<file path="src/include/gst_pkg.sv">
// Constants and types of the gated sixteen-bit timer
// Behaviour
// - Source select 00 instruction clock, 01 system clock, 10 external or crystal.
// - Prescaler select 00 1:1, 01 1:2, 10 1:4, 11 1:8.
// - External code counts crystal when oscillator enable is 1, else the pin.
// - Crystal driver powered when either timer's oscillator enable is 1.
// - External input synchronised unless sync-bypass is 1; ignored internally.
// - Wide-access bit selects one 16-bit access or two byte accesses.
// - Count only while timer_on is 1; hold the count otherwise.
// - With gate enable, count only while gate active; ignored when off.
// - Gate polarity 1 counts while gate high, 0 while gate low.
// - Toggle mode passes gate through rising-edge toggle flop, else cleared.
// - Single-pulse mode bit hands gate control to the acquisition logic.
// - Acquisition status is 1 while armed, 0 when done or idle.
// - Clearing single-pulse mode clears the acquisition status.
// - Read-only gate level bit, independent of gate enable.
// - Gate source 00 pin, 01 sibling overflow, 10 period match.
// - Special event trigger clears the count.
// - Wide mode: low read copies high byte to buffer; high reads buffer.
// - Wide mode: high writes hit buffer; low write loads high from it.
// - Only low byte writes clear the prescaler.
// - External counts on rising edges, one falling edge needed after enable/write.
package gst_pkg;

	localparam int          ADDR_W         = 16;
	localparam logic [11:0] IDX_GATE_CTRL  = 12'hF9A;
	localparam logic [11:0] IDX_TIMER_CTRL = 12'hFCD;
	localparam logic [11:0] IDX_COUNT_LOW  = 12'hFCE;
	localparam logic [11:0] IDX_COUNT_HIGH = 12'hFCF;
	localparam logic [11:0] IDX_STATUS     = 12'hFD0;

	// Timer control fields
	localparam int TC_CS   = 6;
	localparam int TC_PS   = 4;
	localparam int TC_OSC  = 3;
	localparam int TC_SYNC = 2;
	localparam int TC_WIDE = 1;
	localparam int TC_ON   = 0;
	// Gate control and status fields
	localparam int GC_GE   = 7;
	localparam int GC_POL  = 6;
	localparam int GC_TM   = 5;
	localparam int GC_SPM  = 4;
	localparam int GC_GO   = 3;
	localparam int GC_VAL  = 2;
	localparam int GC_GSS  = 0;
	localparam int ST_OVF  = 0;

	localparam logic [7:0]  TCTL_RST   = 8'h00;
	localparam logic [7:0]  GCTL_RST   = 8'h00;
	localparam logic [7:0]  GCTL_WMASK = 8'hF3;
	localparam logic [15:0] COUNT_RST  = 16'h0000;
	localparam logic [15:0] COUNT_MAX  = 16'hFFFF;
	localparam logic [1:0]  INSTR_DIV_LAST = 2'h3;
	localparam logic [1:0]  RESP_OKAY   = 2'h0;
	localparam logic [1:0]  RESP_SLVERR = 2'h2;

	typedef enum logic [1:0] {
		GST_SRC_INSTR = 2'b00,
		GST_SRC_SYS   = 2'b01,
		GST_SRC_EXT   = 2'b10,
		GST_SRC_RSVD  = 2'b11
	} gst_src_t;

	typedef enum logic [1:0] {
		GST_GSRC_PIN   = 2'b00,
		GST_GSRC_OVF   = 2'b01,
		GST_GSRC_MATCH = 2'b10,
		GST_GSRC_RSVD  = 2'b11
	} gst_gsrc_t;

	typedef enum logic [1:0] {
		GST_SP_IDLE  = 2'b00,
		GST_SP_ARMED = 2'b01,
		GST_SP_RUN   = 2'b10
	} gst_sp_t;

	typedef enum logic [2:0] {
		GST_SEL_GATE = 3'b000,
		GST_SEL_TCTL = 3'b001,
		GST_SEL_LOW  = 3'b010,
		GST_SEL_HIGH = 3'b011,
		GST_SEL_STAT = 3'b100,
		GST_SEL_NONE = 3'b111
	} gst_sel_t;

	function automatic logic [ADDR_W-1:0] byte_addr(input logic [11:0] idx);
		return {2'h0, idx, 2'h0};
	endfunction : byte_addr

	function automatic gst_sel_t reg_sel(input logic [ADDR_W-1:0] a);
		if (a == byte_addr(IDX_GATE_CTRL))
			return GST_SEL_GATE;
		if (a == byte_addr(IDX_TIMER_CTRL))
			return GST_SEL_TCTL;
		if (a == byte_addr(IDX_COUNT_LOW))
			return GST_SEL_LOW;
		if (a == byte_addr(IDX_COUNT_HIGH))
			return GST_SEL_HIGH;
		if (a == byte_addr(IDX_STATUS))
			return GST_SEL_STAT;
		return GST_SEL_NONE;
	endfunction : reg_sel

	function automatic logic [2:0] ps_last(input logic [1:0] sel);
		case (sel)
			2'h0:    return 3'h0;
			2'h1:    return 3'h1;
			2'h2:    return 3'h3;
			default: return 3'h7;
		endcase
	endfunction : ps_last

endpackage : gst_pkg

</file>
<file path="src/include/gst_if.sv">
// Control and event signals between the timer core and its helpers
`timescale 1ns/1ps
interface gst_if;
	import gst_pkg::*;
	gst_src_t  src_sel;
	logic [1:0] ps_sel;
	logic      osc_en;
	logic      sync_bypass;
	logic      on;
	logic      gate_en;
	logic      gate_pol;
	logic      gate_tgl;
	logic      gate_spm;
	gst_gsrc_t gate_sel;
	logic      go_req;
	logic      pre_clr;
	logic      cnt_wr;
	logic      gate_open;
	logic      gate_val;
	logic      go;
	logic      tick;

	modport gate (
		input  gate_en, gate_pol, gate_tgl, gate_spm, gate_sel, go_req,
		output gate_open, gate_val, go
	);
	modport pre (
		input  src_sel, ps_sel, osc_en, sync_bypass, on, gate_open,
		input  pre_clr, cnt_wr,
		output tick
	);
endinterface : gst_if

</file>
<file path="src/logic/gst_gate.sv">
// Gate path: source, polarity, toggle and single-pulse acquisition
`timescale 1ns/1ps
module gst_gate (
	input wire logic clk,
	input wire logic sys_rst,
	input wire logic gate_pin,
	input wire logic sibling_ovf,
	input wire logic period_match,
	gst_if.gate      bus
);
	import gst_pkg::*;

	logic    raw, pol, g1;
	logic    pol_q, tff, g1_q, val;
	logic    next_pol_q, next_tff, next_g1_q, next_val;
	gst_sp_t sp, next_sp;

	always_comb begin
		case (bus.gate_sel)
			GST_GSRC_PIN:   raw = gate_pin;
			GST_GSRC_OVF:   raw = sibling_ovf;
			GST_GSRC_MATCH: raw = period_match;
			default:        raw = 1'b0;
		endcase
		pol = bus.gate_pol ? raw : ~raw;
		next_pol_q = pol;
		next_tff = bus.gate_tgl ? (tff ^ (pol & ~pol_q)) : 1'b0;
		g1 = bus.gate_tgl ? tff : pol;
		next_g1_q = g1;
		next_sp = sp;
		if (!bus.gate_spm) begin
			next_sp = GST_SP_IDLE;
		end else begin
			case (sp)
				GST_SP_IDLE:  if (bus.go_req) next_sp = GST_SP_ARMED;
				GST_SP_ARMED: if (g1 & ~g1_q) next_sp = GST_SP_RUN;
				GST_SP_RUN:   if (~g1 & g1_q) next_sp = GST_SP_IDLE;
				default:      next_sp = GST_SP_IDLE;
			endcase
		end
		// Single pulse passes only the one captured gate pulse
		next_val = bus.gate_spm ? (sp == GST_SP_RUN && g1) : g1;
	end

	always_ff @(posedge clk) begin
		if (sys_rst) begin
			pol_q <= 1'b0;
			tff   <= 1'b0;
			g1_q  <= 1'b0;
			val   <= 1'b0;
			sp    <= GST_SP_IDLE;
		end else begin
			pol_q <= next_pol_q;
			tff   <= next_tff;
			g1_q  <= next_g1_q;
			val   <= next_val;
			sp    <= next_sp;
		end
	end

	assign bus.gate_val  = val;
	assign bus.go        = (sp != GST_SP_IDLE);
	assign bus.gate_open = !bus.gate_en || val;
endmodule : gst_gate

</file>
<file path="src/logic/gst_prescale.sv">
// Count source selection, external edge logic and prescaler
`timescale 1ns/1ps
module gst_prescale (
	input wire logic clk,
	input wire logic sys_rst,
	input wire logic ext_count_pin,
	input wire logic xtal_osc,
	gst_if.pre       bus
);
	import gst_pkg::*;

	logic       s1, s2, ext_q, armed, tick;
	logic       next_s1, next_s2, next_ext_q, next_armed, next_tick;
	logic [1:0] div, next_div;
	logic [2:0] pre, next_pre;
	logic       ext_raw, ext_now, rise, fall, src_tick, en;

	always_comb begin
		ext_raw = bus.osc_en ? xtal_osc : ext_count_pin;
		ext_now = bus.sync_bypass ? ext_raw : s2;
		rise = ext_now & ~ext_q;
		fall = ~ext_now & ext_q;
		next_s1 = ext_raw;
		next_s2 = s1;
		next_ext_q = ext_now;
		next_div = div + 2'h1;
		// Rising edge counts only after a falling edge was seen
		if (!bus.on || bus.cnt_wr)
			next_armed = 1'b0;
		else if (fall)
			next_armed = 1'b1;
		else
			next_armed = armed;
		case (bus.src_sel)
			GST_SRC_INSTR: src_tick = (div == INSTR_DIV_LAST);
			GST_SRC_SYS:   src_tick = 1'b1;
			GST_SRC_EXT:   src_tick = rise & armed;
			default:       src_tick = 1'b0;
		endcase
		en = bus.on && bus.gate_open && src_tick;
		next_pre = pre;
		next_tick = 1'b0;
		if (bus.pre_clr) begin
			next_pre = 3'h0;
		end else if (en) begin
			// A ratio lowered on the fly must not wrap the prescaler
			if (pre >= ps_last(bus.ps_sel)) begin
				next_pre = 3'h0;
				next_tick = 1'b1;
			end else begin
				next_pre = pre + 3'h1;
			end
		end
	end

	always_ff @(posedge clk) begin
		if (sys_rst) begin
			s1    <= 1'b0;
			s2    <= 1'b0;
			ext_q <= 1'b0;
			armed <= 1'b0;
			tick  <= 1'b0;
			div   <= 2'h0;
			pre   <= 3'h0;
		end else begin
			s1    <= next_s1;
			s2    <= next_s2;
			ext_q <= next_ext_q;
			armed <= next_armed;
			tick  <= next_tick;
			div   <= next_div;
			pre   <= next_pre;
		end
	end

	assign bus.tick = tick;
endmodule : gst_prescale

</file>
<file path="src/logic/gst_timer.sv">
// Gated sixteen-bit timer with its register slave on AXI4-Lite
`timescale 1ns/1ps
module gst_timer (
	input  wire logic                     clk,
	input  wire logic                     sys_rst,
	input  wire logic [gst_pkg::ADDR_W-1:0] s_axi_awaddr,
	input  wire logic                     s_axi_awvalid,
	output logic                          s_axi_awready,
	input  wire logic [31:0]              s_axi_wdata,
	input  wire logic [3:0]               s_axi_wstrb,
	input  wire logic                     s_axi_wvalid,
	output logic                          s_axi_wready,
	output logic [1:0]                    s_axi_bresp,
	output logic                          s_axi_bvalid,
	input  wire logic                     s_axi_bready,
	input  wire logic [gst_pkg::ADDR_W-1:0] s_axi_araddr,
	input  wire logic                     s_axi_arvalid,
	output logic                          s_axi_arready,
	output logic [31:0]                   s_axi_rdata,
	output logic [1:0]                    s_axi_rresp,
	output logic                          s_axi_rvalid,
	input  wire logic                     s_axi_rready,
	input  wire logic                     ext_count_pin,
	input  wire logic                     xtal_osc,
	input  wire logic                     gate_pin,
	input  wire logic                     sibling_ovf,
	input  wire logic                     period_match,
	input  wire logic                     special_event,
	input  wire logic                     sibling_xtal_driver_en,
	output logic                          xtal_driver_pwr,
	output logic                          ovf_flag
);
	import gst_pkg::*;

	gst_if bus ();

	// -----------------------------------------------------------------
	// State
	// -----------------------------------------------------------------
	logic [7:0]        tctl, gctl, hbuf, wbyte;
	logic [15:0]       count;
	logic              ovf, pwr, go_pend, wlane;
	logic              awready, wready, bvalid, arready, rvalid;
	logic [1:0]        bresp, rresp;
	logic [31:0]       rdata;
	logic [ADDR_W-1:0] waddr;

	logic [7:0]        next_tctl, next_gctl, next_hbuf, next_wbyte;
	logic [15:0]       next_count;
	logic              next_ovf, next_pwr, next_go_pend, next_wlane;
	logic              next_awready, next_wready, next_bvalid;
	logic              next_arready, next_rvalid;
	logic [1:0]        next_bresp, next_rresp;
	logic [31:0]       next_rdata;
	logic [ADDR_W-1:0] next_waddr;

	gst_sel_t          wsel, rsel;
	logic              do_wr, wen, wr_low, wr_high, ar_hs, rd_low, wide;
	logic [7:0]        gread;
	logic [7:0]        count_hi;
	logic              pwr_req;

	assign wide     = tctl[TC_WIDE];
	assign count_hi = count[15:8];
	assign pwr_req  = tctl[TC_OSC] | sibling_xtal_driver_en;

	// -----------------------------------------------------------------
	// Helpers
	// -----------------------------------------------------------------
	assign bus.src_sel     = gst_src_t'(tctl[TC_CS +: 2]);
	assign bus.ps_sel      = tctl[TC_PS +: 2];
	assign bus.osc_en      = tctl[TC_OSC];
	assign bus.sync_bypass = tctl[TC_SYNC];
	assign bus.on          = tctl[TC_ON];
	assign bus.gate_en     = gctl[GC_GE];
	assign bus.gate_pol    = gctl[GC_POL];
	assign bus.gate_tgl    = gctl[GC_TM];
	assign bus.gate_spm    = gctl[GC_SPM];
	assign bus.gate_sel    = gst_gsrc_t'(gctl[GC_GSS +: 2]);
	assign bus.go_req      = go_pend;
	assign bus.pre_clr     = wr_low;
	assign bus.cnt_wr      = wr_low | wr_high;

	gst_gate u_gate (
		.clk          (clk),
		.sys_rst      (sys_rst),
		.gate_pin     (gate_pin),
		.sibling_ovf  (sibling_ovf),
		.period_match (period_match),
		.bus          (bus.gate)
	);

	gst_prescale u_pre (
		.clk           (clk),
		.sys_rst       (sys_rst),
		.ext_count_pin (ext_count_pin),
		.xtal_osc      (xtal_osc),
		.bus           (bus.pre)
	);

	// -----------------------------------------------------------------
	// Write channel
	// -----------------------------------------------------------------
	// Address and data are taken in either order; write waits for both
	assign do_wr = !awready && !wready && !bvalid;

	always_comb begin
		next_awready = awready;
		next_wready  = wready;
		next_bvalid  = bvalid;
		next_bresp   = bresp;
		next_waddr   = waddr;
		next_wbyte   = wbyte;
		next_wlane   = wlane;
		if (s_axi_awvalid && awready) begin
			next_awready = 1'b0;
			next_waddr   = s_axi_awaddr;
		end
		if (s_axi_wvalid && wready) begin
			next_wready = 1'b0;
			next_wbyte  = s_axi_wdata[7:0];
			next_wlane  = s_axi_wstrb[0];
		end
		if (do_wr) begin
			next_bvalid = 1'b1;
			next_bresp  = (wsel == GST_SEL_NONE) ? RESP_SLVERR : RESP_OKAY;
		end
		if (bvalid && s_axi_bready) begin
			next_bvalid  = 1'b0;
			next_awready = 1'b1;
			next_wready  = 1'b1;
		end
	end

	// -----------------------------------------------------------------
	// Registers and counter
	// -----------------------------------------------------------------
	always_comb begin
		wsel    = reg_sel(waddr);
		wen     = do_wr && wlane;
		wr_low  = wen && wsel == GST_SEL_LOW;
		wr_high = wen && wsel == GST_SEL_HIGH;
		ar_hs   = s_axi_arvalid && arready;
		rsel    = reg_sel(s_axi_araddr);
		rd_low  = ar_hs && rsel == GST_SEL_LOW && wide;
		next_tctl = tctl;
		if (wen && wsel == GST_SEL_TCTL)
			next_tctl = wbyte;
		next_gctl = gctl;
		if (wen && wsel == GST_SEL_GATE)
			next_gctl = wbyte & GCTL_WMASK;
		// Arm one cycle late so a joint mode-and-go write arms
		next_go_pend = wen && wsel == GST_SEL_GATE &&
			wbyte[GC_GO] && wbyte[GC_SPM];
		next_hbuf = hbuf;
		if (rd_low)
			next_hbuf = count_hi;
		if (wr_high && wide)
			next_hbuf = wbyte;
		next_count = count;
		if (bus.tick)
			next_count = count + 16'h0001;
		if (wr_low) begin
			next_count[7:0] = wbyte;
			if (wide)
				next_count[15:8] = hbuf;
		end
		if (wr_high && !wide)
			next_count[15:8] = wbyte;
		if (special_event)
			next_count = COUNT_RST;
		// Set beats clear on the same edge
		next_ovf = ovf;
		if (wen && wsel == GST_SEL_STAT && wbyte[ST_OVF])
			next_ovf = 1'b0;
		if (bus.tick && count == COUNT_MAX)
			next_ovf = 1'b1;
		next_pwr = pwr_req;
	end

	// -----------------------------------------------------------------
	// Read channel
	// -----------------------------------------------------------------
	always_comb begin
		gread         = gctl;
		gread[GC_GO]  = bus.go;
		gread[GC_VAL] = bus.gate_val;
		next_arready  = arready;
		next_rvalid   = rvalid;
		next_rdata    = rdata;
		next_rresp    = rresp;
		if (ar_hs) begin
			next_arready = 1'b0;
			next_rvalid  = 1'b1;
			next_rresp   = RESP_OKAY;
			next_rdata   = 32'h0000_0000;
			case (rsel)
				GST_SEL_GATE: next_rdata[7:0] = gread;
				GST_SEL_TCTL: next_rdata[7:0] = tctl;
				GST_SEL_LOW:  next_rdata[7:0] = count[7:0];
				GST_SEL_HIGH: next_rdata[7:0] = wide ? hbuf : count_hi;
				GST_SEL_STAT: next_rdata[ST_OVF] = ovf;
				default:      next_rresp = RESP_SLVERR;
			endcase
		end
		if (rvalid && s_axi_rready) begin
			next_rvalid  = 1'b0;
			next_arready = 1'b1;
		end
	end

	always_ff @(posedge clk) begin
		if (sys_rst) begin
			tctl    <= TCTL_RST;
			gctl    <= GCTL_RST;
			hbuf    <= 8'h00;
			count   <= COUNT_RST;
			ovf     <= 1'b0;
			pwr     <= 1'b0;
			go_pend <= 1'b0;
			awready <= 1'b1;
			wready  <= 1'b1;
			bvalid  <= 1'b0;
			bresp   <= RESP_OKAY;
			waddr   <= '0;
			wbyte   <= 8'h00;
			wlane   <= 1'b0;
			arready <= 1'b1;
			rvalid  <= 1'b0;
			rdata   <= 32'h0000_0000;
			rresp   <= RESP_OKAY;
		end else begin
			tctl    <= next_tctl;
			gctl    <= next_gctl;
			hbuf    <= next_hbuf;
			count   <= next_count;
			ovf     <= next_ovf;
			pwr     <= next_pwr;
			go_pend <= next_go_pend;
			awready <= next_awready;
			wready  <= next_wready;
			bvalid  <= next_bvalid;
			bresp   <= next_bresp;
			waddr   <= next_waddr;
			wbyte   <= next_wbyte;
			wlane   <= next_wlane;
			arready <= next_arready;
			rvalid  <= next_rvalid;
			rdata   <= next_rdata;
			rresp   <= next_rresp;
		end
	end

	assign s_axi_awready   = awready;
	assign s_axi_wready    = wready;
	assign s_axi_bvalid    = bvalid;
	assign s_axi_bresp     = bresp;
	assign s_axi_arready   = arready;
	assign s_axi_rvalid    = rvalid;
	assign s_axi_rdata     = rdata;
	assign s_axi_rresp     = rresp;
	assign xtal_driver_pwr = pwr;
	assign ovf_flag        = ovf;
endmodule : gst_timer

</file>
<file path="config.mk">
export PLATFORM = sky130hd
export DESIGN_NAME = gst_timer
export DESIGN_NICKNAME = d
export VERILOG_FILES = /design/src/include/gst_pkg.sv /design/src/include/gst_if.sv /design/src/logic/gst_gate.sv /design/src/logic/gst_prescale.sv /design/src/logic/gst_timer.sv
export SDC_FILE = /design/constraint.sdc
export NUM_CORES = 1
export LEC_CHECK = 0
export BUFFER_PORTS_ARGS = -buffer_cell sky130_fd_sc_hd__buf_4
export CELL_PAD_IN_SITES_DETAIL_PLACEMENT = 2
export CELL_PAD_IN_SITES_GLOBAL_PLACEMENT = 2
export CORE_MARGIN = 4
export CORE_UTILIZATION = 31
export DETAILED_ROUTE_END_ITERATION = 16
export GPL_TIMING_DRIVEN = 0
export PLACE_DENSITY_LB_ADDON = 0.25
export SETUP_SLACK_MARGIN = 0.2
export SYNTH_ARGS = -nofsm -noshare
export SYNTH_HDL_FRONTEND = slang
export SYNTH_HIERARCHICAL = 1
export SYNTH_SLANG_ARGS = --single-unit
export TNS_END_PERCENT = 30
</file>
<file path="constraint.sdc">
create_clock -name clk -period 2.2 [get_ports clk]
set_input_delay 0.44 -clock clk [delete_from_list [all_inputs] [get_ports clk]]
set_output_delay 0.44 -clock clk [all_outputs]
set_load 0.03 [all_outputs]
</file>
==> impl_metrics.toml, run 1 <==
[run_status]
status = "complete, no violations"

[sta]
fin_setup_tns_ns = 0
fin_crit_sh_pct = 90.47
whs_ns = 0.2939
worst_pin_slew_ns = 0.5816
hold_viol = 0
finalSetupViolCount = 0
maxSlewHeadroom_pct = 61.02
rsz0062_at_grt = "true"
drv_slew = 0
min_period_ns = 1.990
worst_slack_ns = 0.2097
max_freq_mhz = 502.4
skew_ns = 0.008567

[layout]
multi_input_area_mm2 = 0.002813
mostFrequentLayoutCells = "buf_4 (111), dfxtp_1 (96), nand2_1 (64)"
num_antenna_cells = 0
drive_gt1_share_pct = 27.50
layout.nets = 763
fillCellCount = 1725
final_common_cell = "buf_4"
stdcell_count = 891
area_growth_pct = 29.22
seq_area_mm2 = 0.001943

[pwr]
vdd_drop_max_mv = 0.3985
leakage_nw = 2.563
p_per_area_mw_per_mm2 = 599.1
finalPower_w = 0.003813

[setup_path]
cp_slowest_cell = "dfxtp_1"
start_kind = "register"
end_kind = "register"
path_cells = "or2_2 > ha_1 > nand2b_1 > a21o_1 > a21oi_4 > nand4b_1 > a211oi_2"
cp.required_ns = 2.46
cp.arrival_ns = 2.26
crit_type = "reg -> reg"
worst-path-buf-inv = 0
crit_path_max_fanout = 4
crit_family = "compound AO/OA/AOI/OAI gates"
crit_path_max_incr_delay_ns = 0.37

[floorplan]
core_area_mm2 = 0.01537
die_y_um = 134.0
initial_core_util_pct = 32.04
die-area_mm2 = 0.01797
rows = 45
die_w_um = 134.0
io_pins = 125

[synthesis]
synth-seq-area-share_pct = 39.43
synth_top_area_share_pct = 39.43
synthTopCellsByArea = "dfxtp_1 (39%), mux2i_1 (5.3%), nand2_1 (5.0%)"
syn-mean-instance-area_um2 = 8.889
netlist.top_cell.by_area = "dfxtp_1"
ys.flop_type = "dfxtp_1"
async_reset_ff_share_pct = 0
synth_edf_count = 0
ys_warn_count = 6
synthCells = 554
synth.distinct_cells = 68
synth_seq_cells = 97
syn_area_mm2 = 0.004925

[clock_tree]
tritoncts = "built"
cts_sinks = 97
clk_latency_ns = 0.35
numCtsBuffers = 9
clk_pin_slew_worst_paths_ns = 0.07
cts-hold-fix-buffers = 0
clockBufferDepth = 2
cts_htree_levels = 3
cts_root_buf = "clkbuf_16"

[place]
placed_cells = 861
dpl_worst_slack_ns = -0.4081
gp_congestion = 0.8264
dp_hpwl_mm = 12.52
io_buffers = 71

[routing]
first_pass_iters = 6
wirelength_mm = 16.76
routed-via-count = 4607
drc = 0
wl_per_cell_um = 18.81
viasPerCell = 5.171
antenna_left = 0
drtIter0Drc = 250

[min_path]
hold_path.class = "in -> reg"

[grt]
grt_pass1_wl_mm = 26.78
grt_pass1_vias = 5052
grt_max_degree = 16
grt_use_total_pct = 18.64
antenna_found_initial = 0
gr-total-overflow = 0

[run]
max_cap_violations = 0
==> routing by layer <==
metal,vias to the layer above,part of all wire (%),track usage [%]
met5,-,0,0
met4,0,1.3,5.430
met3,16,5.4,3.263
met2,117,50,33.80
met1,2289,43,22.57
li1,2185,-,-
==> flip-flops by register name (all words and copies together) (netlist names), 2 cells and up <==
signal       flops
u_pre/div        2
waddr           16
u_gate/sp        2
hbuf             8
count           16
u_pre/pre        3
wbyte            8
gctl             6
s_axi_rdata      8
tctl             8
==> area by class of cell <==
class	count	area share [%]
clock buffer	12	4.031
multi-input combinational	419	44.20
timing repair buffer	86	10.34
inverter	10	0.5899
tap	211	4.149
clock inverter	4	0.4129
buffer	52	5.741
sequential	97	30.53
==> timing repair <==
item | in CTS | in global routing
resized for setup | 16 | 21
endpoints found under the hold margin | 0 | 0
cloned | 0 | 0
setup endpoints to repair | 58 | 49
setup buffers | 3 | 12
pin swaps | 4 | 5
==> logic make-up (layout without fill, tap and decap cells) <==
kind of cell               Yosys count  in the layout  synth area share, %
adders and majority gates            6              6                1.524
muxes                               33             33                6.936
xor gates and xnor gates            18             18                3.201
AOI/OAI and AO/OA                  121            121                16.64
DFF                                 97             97                39.43
other                                1             26              0.07615
buffers and inverters               63            164                7.952
and+or+nand+nor                    215            215                24.24
==> Yosys cell counts (2+ instances only) <==
cell type and count:
and4_1 3, mux2i_1 26, inv_1 10, xnor2_1 12
or2_2 4, a221o_1 3, nand4b_4 2, and2_1 4
a22oi_1 7, nor3_1 6, mux2_2 6, and4b_1 2
nor4_4 3, o21ai_0 14, buf_4 27, nand3_1 18
nor3b_1 3, nor2_1 58, nor4b_1 5, and3b_1 2
a221oi_1 6, nor4bb_1 2, clkbuf_1 20, a222oi_1 6
o211ai_1 3, o22ai_1 7, clkbuf_8 3, ha_1 6
nand2b_1 7, and2_0 2, nand4_1 7, a211oi_1 22
dfxtp_1 97, a21oi_1 37, nand4b_1 2, nand2_1 65
nor2b_1 4, and3_1 4, a21o_1 3, xor2_1 6
o21ai_1 3
==> report_power, final <==
part | internal, W | switching [W]
Combinational | 0.000179 | 0.000242
Sequential | 0.00180 | 0.0000563
Clock | 0.000830 | 0.000705
==> per-stage QoR <==
step	area, µm²	util [%]
CTS	6188	40.26
global route	6364	41.40
detailed placement	5816	37.83
global placement	5816	37.83
finish	6364	41.40
floorplan	5019	-
==> worst paths after layout <==
kind	start	endpoint	slack, ns	cells after the start
hold / removal	s_axi_awvalid	s_axi_awready	0.29	2
setup reg to reg	tctl[4]	u_pre/pre[2]	0.21	7
setup / recovery	tctl[4]	u_pre/pre[2]	0.21	7
hold reg to reg	u_pre/div[0]	u_pre/div[0]	0.42	1
Note: power is estimated with default switching activity, not from simulation.
==> inputs of run 2 (changes only) <==
Settings changed: BUFFER_PORTS_ARGS -buffer_cell sky130_fd_sc_hd__buf_4 to not set, CAP_MARGIN set to 0, CORE_UTILIZATION 31 to 33, DONT_BUFFER_PORTS set to 1.
==> impl_metrics.toml, run 2 (synthesis gave the netlist of run 1 again) <==
[run_status]
status = "complete, no violations"

[floorplan]
rows = 44
initial_core_util_pct = 33.76
die_w_um = 130.2
die_y_um = 130.2
die-area_mm2 = 0.01694
io_pins = 125
core_area_mm2 = 0.01459

[grt]
antenna_found_initial = 0
grt_max_degree = 17
grt_use_total_pct = 19.35
grt_pass1_wl_mm = 25.17
gr-total-overflow = 0
grt_pass1_vias = 4713

[layout]
reg.largest.list = "count (16), waddr (16)"
mostFrequentLayoutCells = "dfxtp_1 (92), nand2_1 (64), nor2_1 (58)"
drive_gt1_share_pct = 18.05
num_antenna_cells = 0
seq_area_mm2 = 0.001956
final_util_pct = 39.61
area_growth_pct = 17.35
layout.nets = 687
fillCellCount = 1639
multi_input_area_mm2 = 0.002776
final_common_cell = "dfxtp_1"

[pwr]
switchingPower_w = 0.0009988
p_sw_share_pct = 25.39
p_per_area_mw_per_mm2 = 680.6
p_int_w = 0.002935
comb_power_share_pct = 7.6
leakage_nw = 2.187
pwr-share-clk_pct = 44.7
vdd_drop_max_mv = 0.4192
seqPwrFrac_pct = 47.7

[sta]
maxSlewHeadroom_pct = 53.87
min_period_ns = 1.970
finalSetupViolCount = 0
drv_slew = 0
max_freq_mhz = 507.6
worst_slack_ns = 0.2298
rsz0062_at_grt = "true"
worst_pin_slew_ns = 0.6920
fin_crit_sh_pct = 89.56
hold_viol = 0
skew_ns = 0.008209

[place]
gp_congestion = 0.8245
dp_hpwl_mm = 11.91
dpl_worst_slack_ns = -0.3311
io_buffers = 0

[setup_path]
crit_type = "reg -> reg"
start_kind = "register"
end_kind = "register"
crit_path_max_fanout = 5
cp.arrival_ns = 2.22
cp.required_ns = 2.45
reg2reg_slack_ns = 0.23

[clock_tree]
clk_latency_ns = 0.36
tritoncts = "built"
clockBufferDepth = 2
numCtsBuffers = 9
cts_htree_levels = 3
cts_root_buf = "clkbuf_16"
cts_sinks = 97
clk_pin_slew_worst_paths_ns = 0.07
cts-hold-fix-buffers = 0

[min_path]
hold_path.class = "in -> reg"

[routing]
wl_per_cell_um = 20.42
drtIter0Drc = 236
first_pass_iters = 5
antenna_left = 0
viasPerCell = 5.492
wirelength_mm = 16.09
routed-via-count = 4328
drc = 0

[run]
max_cap_violations = 0
==> run 2: cell count changes in the layout (fill, tap and decap cells not counted), moves of 2 or more <==
cell | previous run | this run
dfxtp_1 | 96 | 92
nor3b_2 | 3 | 1
buf_4 | 111 | 34
dfxtp_4 | 0 | 3
bufinv_16 | 0 | 2
nor3b_1 | 1 | 3
clkinvlp_4 | 1 | 3
clkinv_2 | 2 | 0
==> run 2: routing by layer <==
layer	vias up	part of all wire, %	track usage (%)
li1	2029	-	-
met1	2161	42	23.85
met2	122	49	33.16
met3	16	6.8	5.935
met4	0	1.5	4.401
met5	-	0	0
==> run 2: layout make-up <==
type,count,area share (%)
Inverter,10,0.6495
Buffer,53,6.387
Sequential cell,97,33.84
Clock inverter,6,1.580
Clock buffer,10,4.135
Multi-Input combinational cell,419,48.04
Tap cell,184,3.984
Timing Repair Buffer,9,1.386
==> run 2: path summary, 6_finish.rpt <==
kind | cells past startpoint | endpoint | start
max | 7 | count[8] | count[0]
min | 1 | u_gate/g1_q | sys_rst
max reg2reg | 7 | count[8] | count[0]
min reg2reg | 1 | u_pre/div[0] | u_pre/div[0]
==> run 2: what timing repair did <==
item	in CTS	in global routing
pin swaps	4	5
hold endpoints to repair	0	0
endpoints found under the setup margin	43	57
setup buffers	4	5
gates resized for setup	16	23
==> run 2: worst max-delay path, cell delays in order (launching register included) <==
cell       delay [ns]
dfxtp_1          0.46
ha_1             0.19
and2_0           0.12
clkbuf_2         0.17
nand4_1          0.14
xnor2_1          0.26
o21ai_0          0.16
a2111oi_1        0.37
==> run 2: power groups by stage <==
stage | logic (W) | clock network (W) | registers, W
CTS | 0.000295 | 0.00180 | 0.00188
finish | 0.000298 | 0.00176 | 0.00188
floorplan | 0.000239 | 0 | 0.00189
global route | 0.000333 | 0.00187 | 0.00188
detailed placement | 0.000291 | 0 | 0.00191
global placement | 0.000277 | 0 | 0.00191
==> run 2: per-stage QoR <==
step,total power (W),cells,TNS [ns],area (µm²),hold slack (ns)
2_1_floorplan,0.002127,579,0,5019,0.3992
3_3_place_gp,0.002188,763,-5.661,5249,0.4077
3_5_place_dp,0.002205,763,-10.62,5249,0.4267
4_1_cts,0.003974,783,0,5678,0.1342
5_1_grt,0.004086,788,0,5779,0.1349
6_report,0.003933,788,0,5779,0.1481
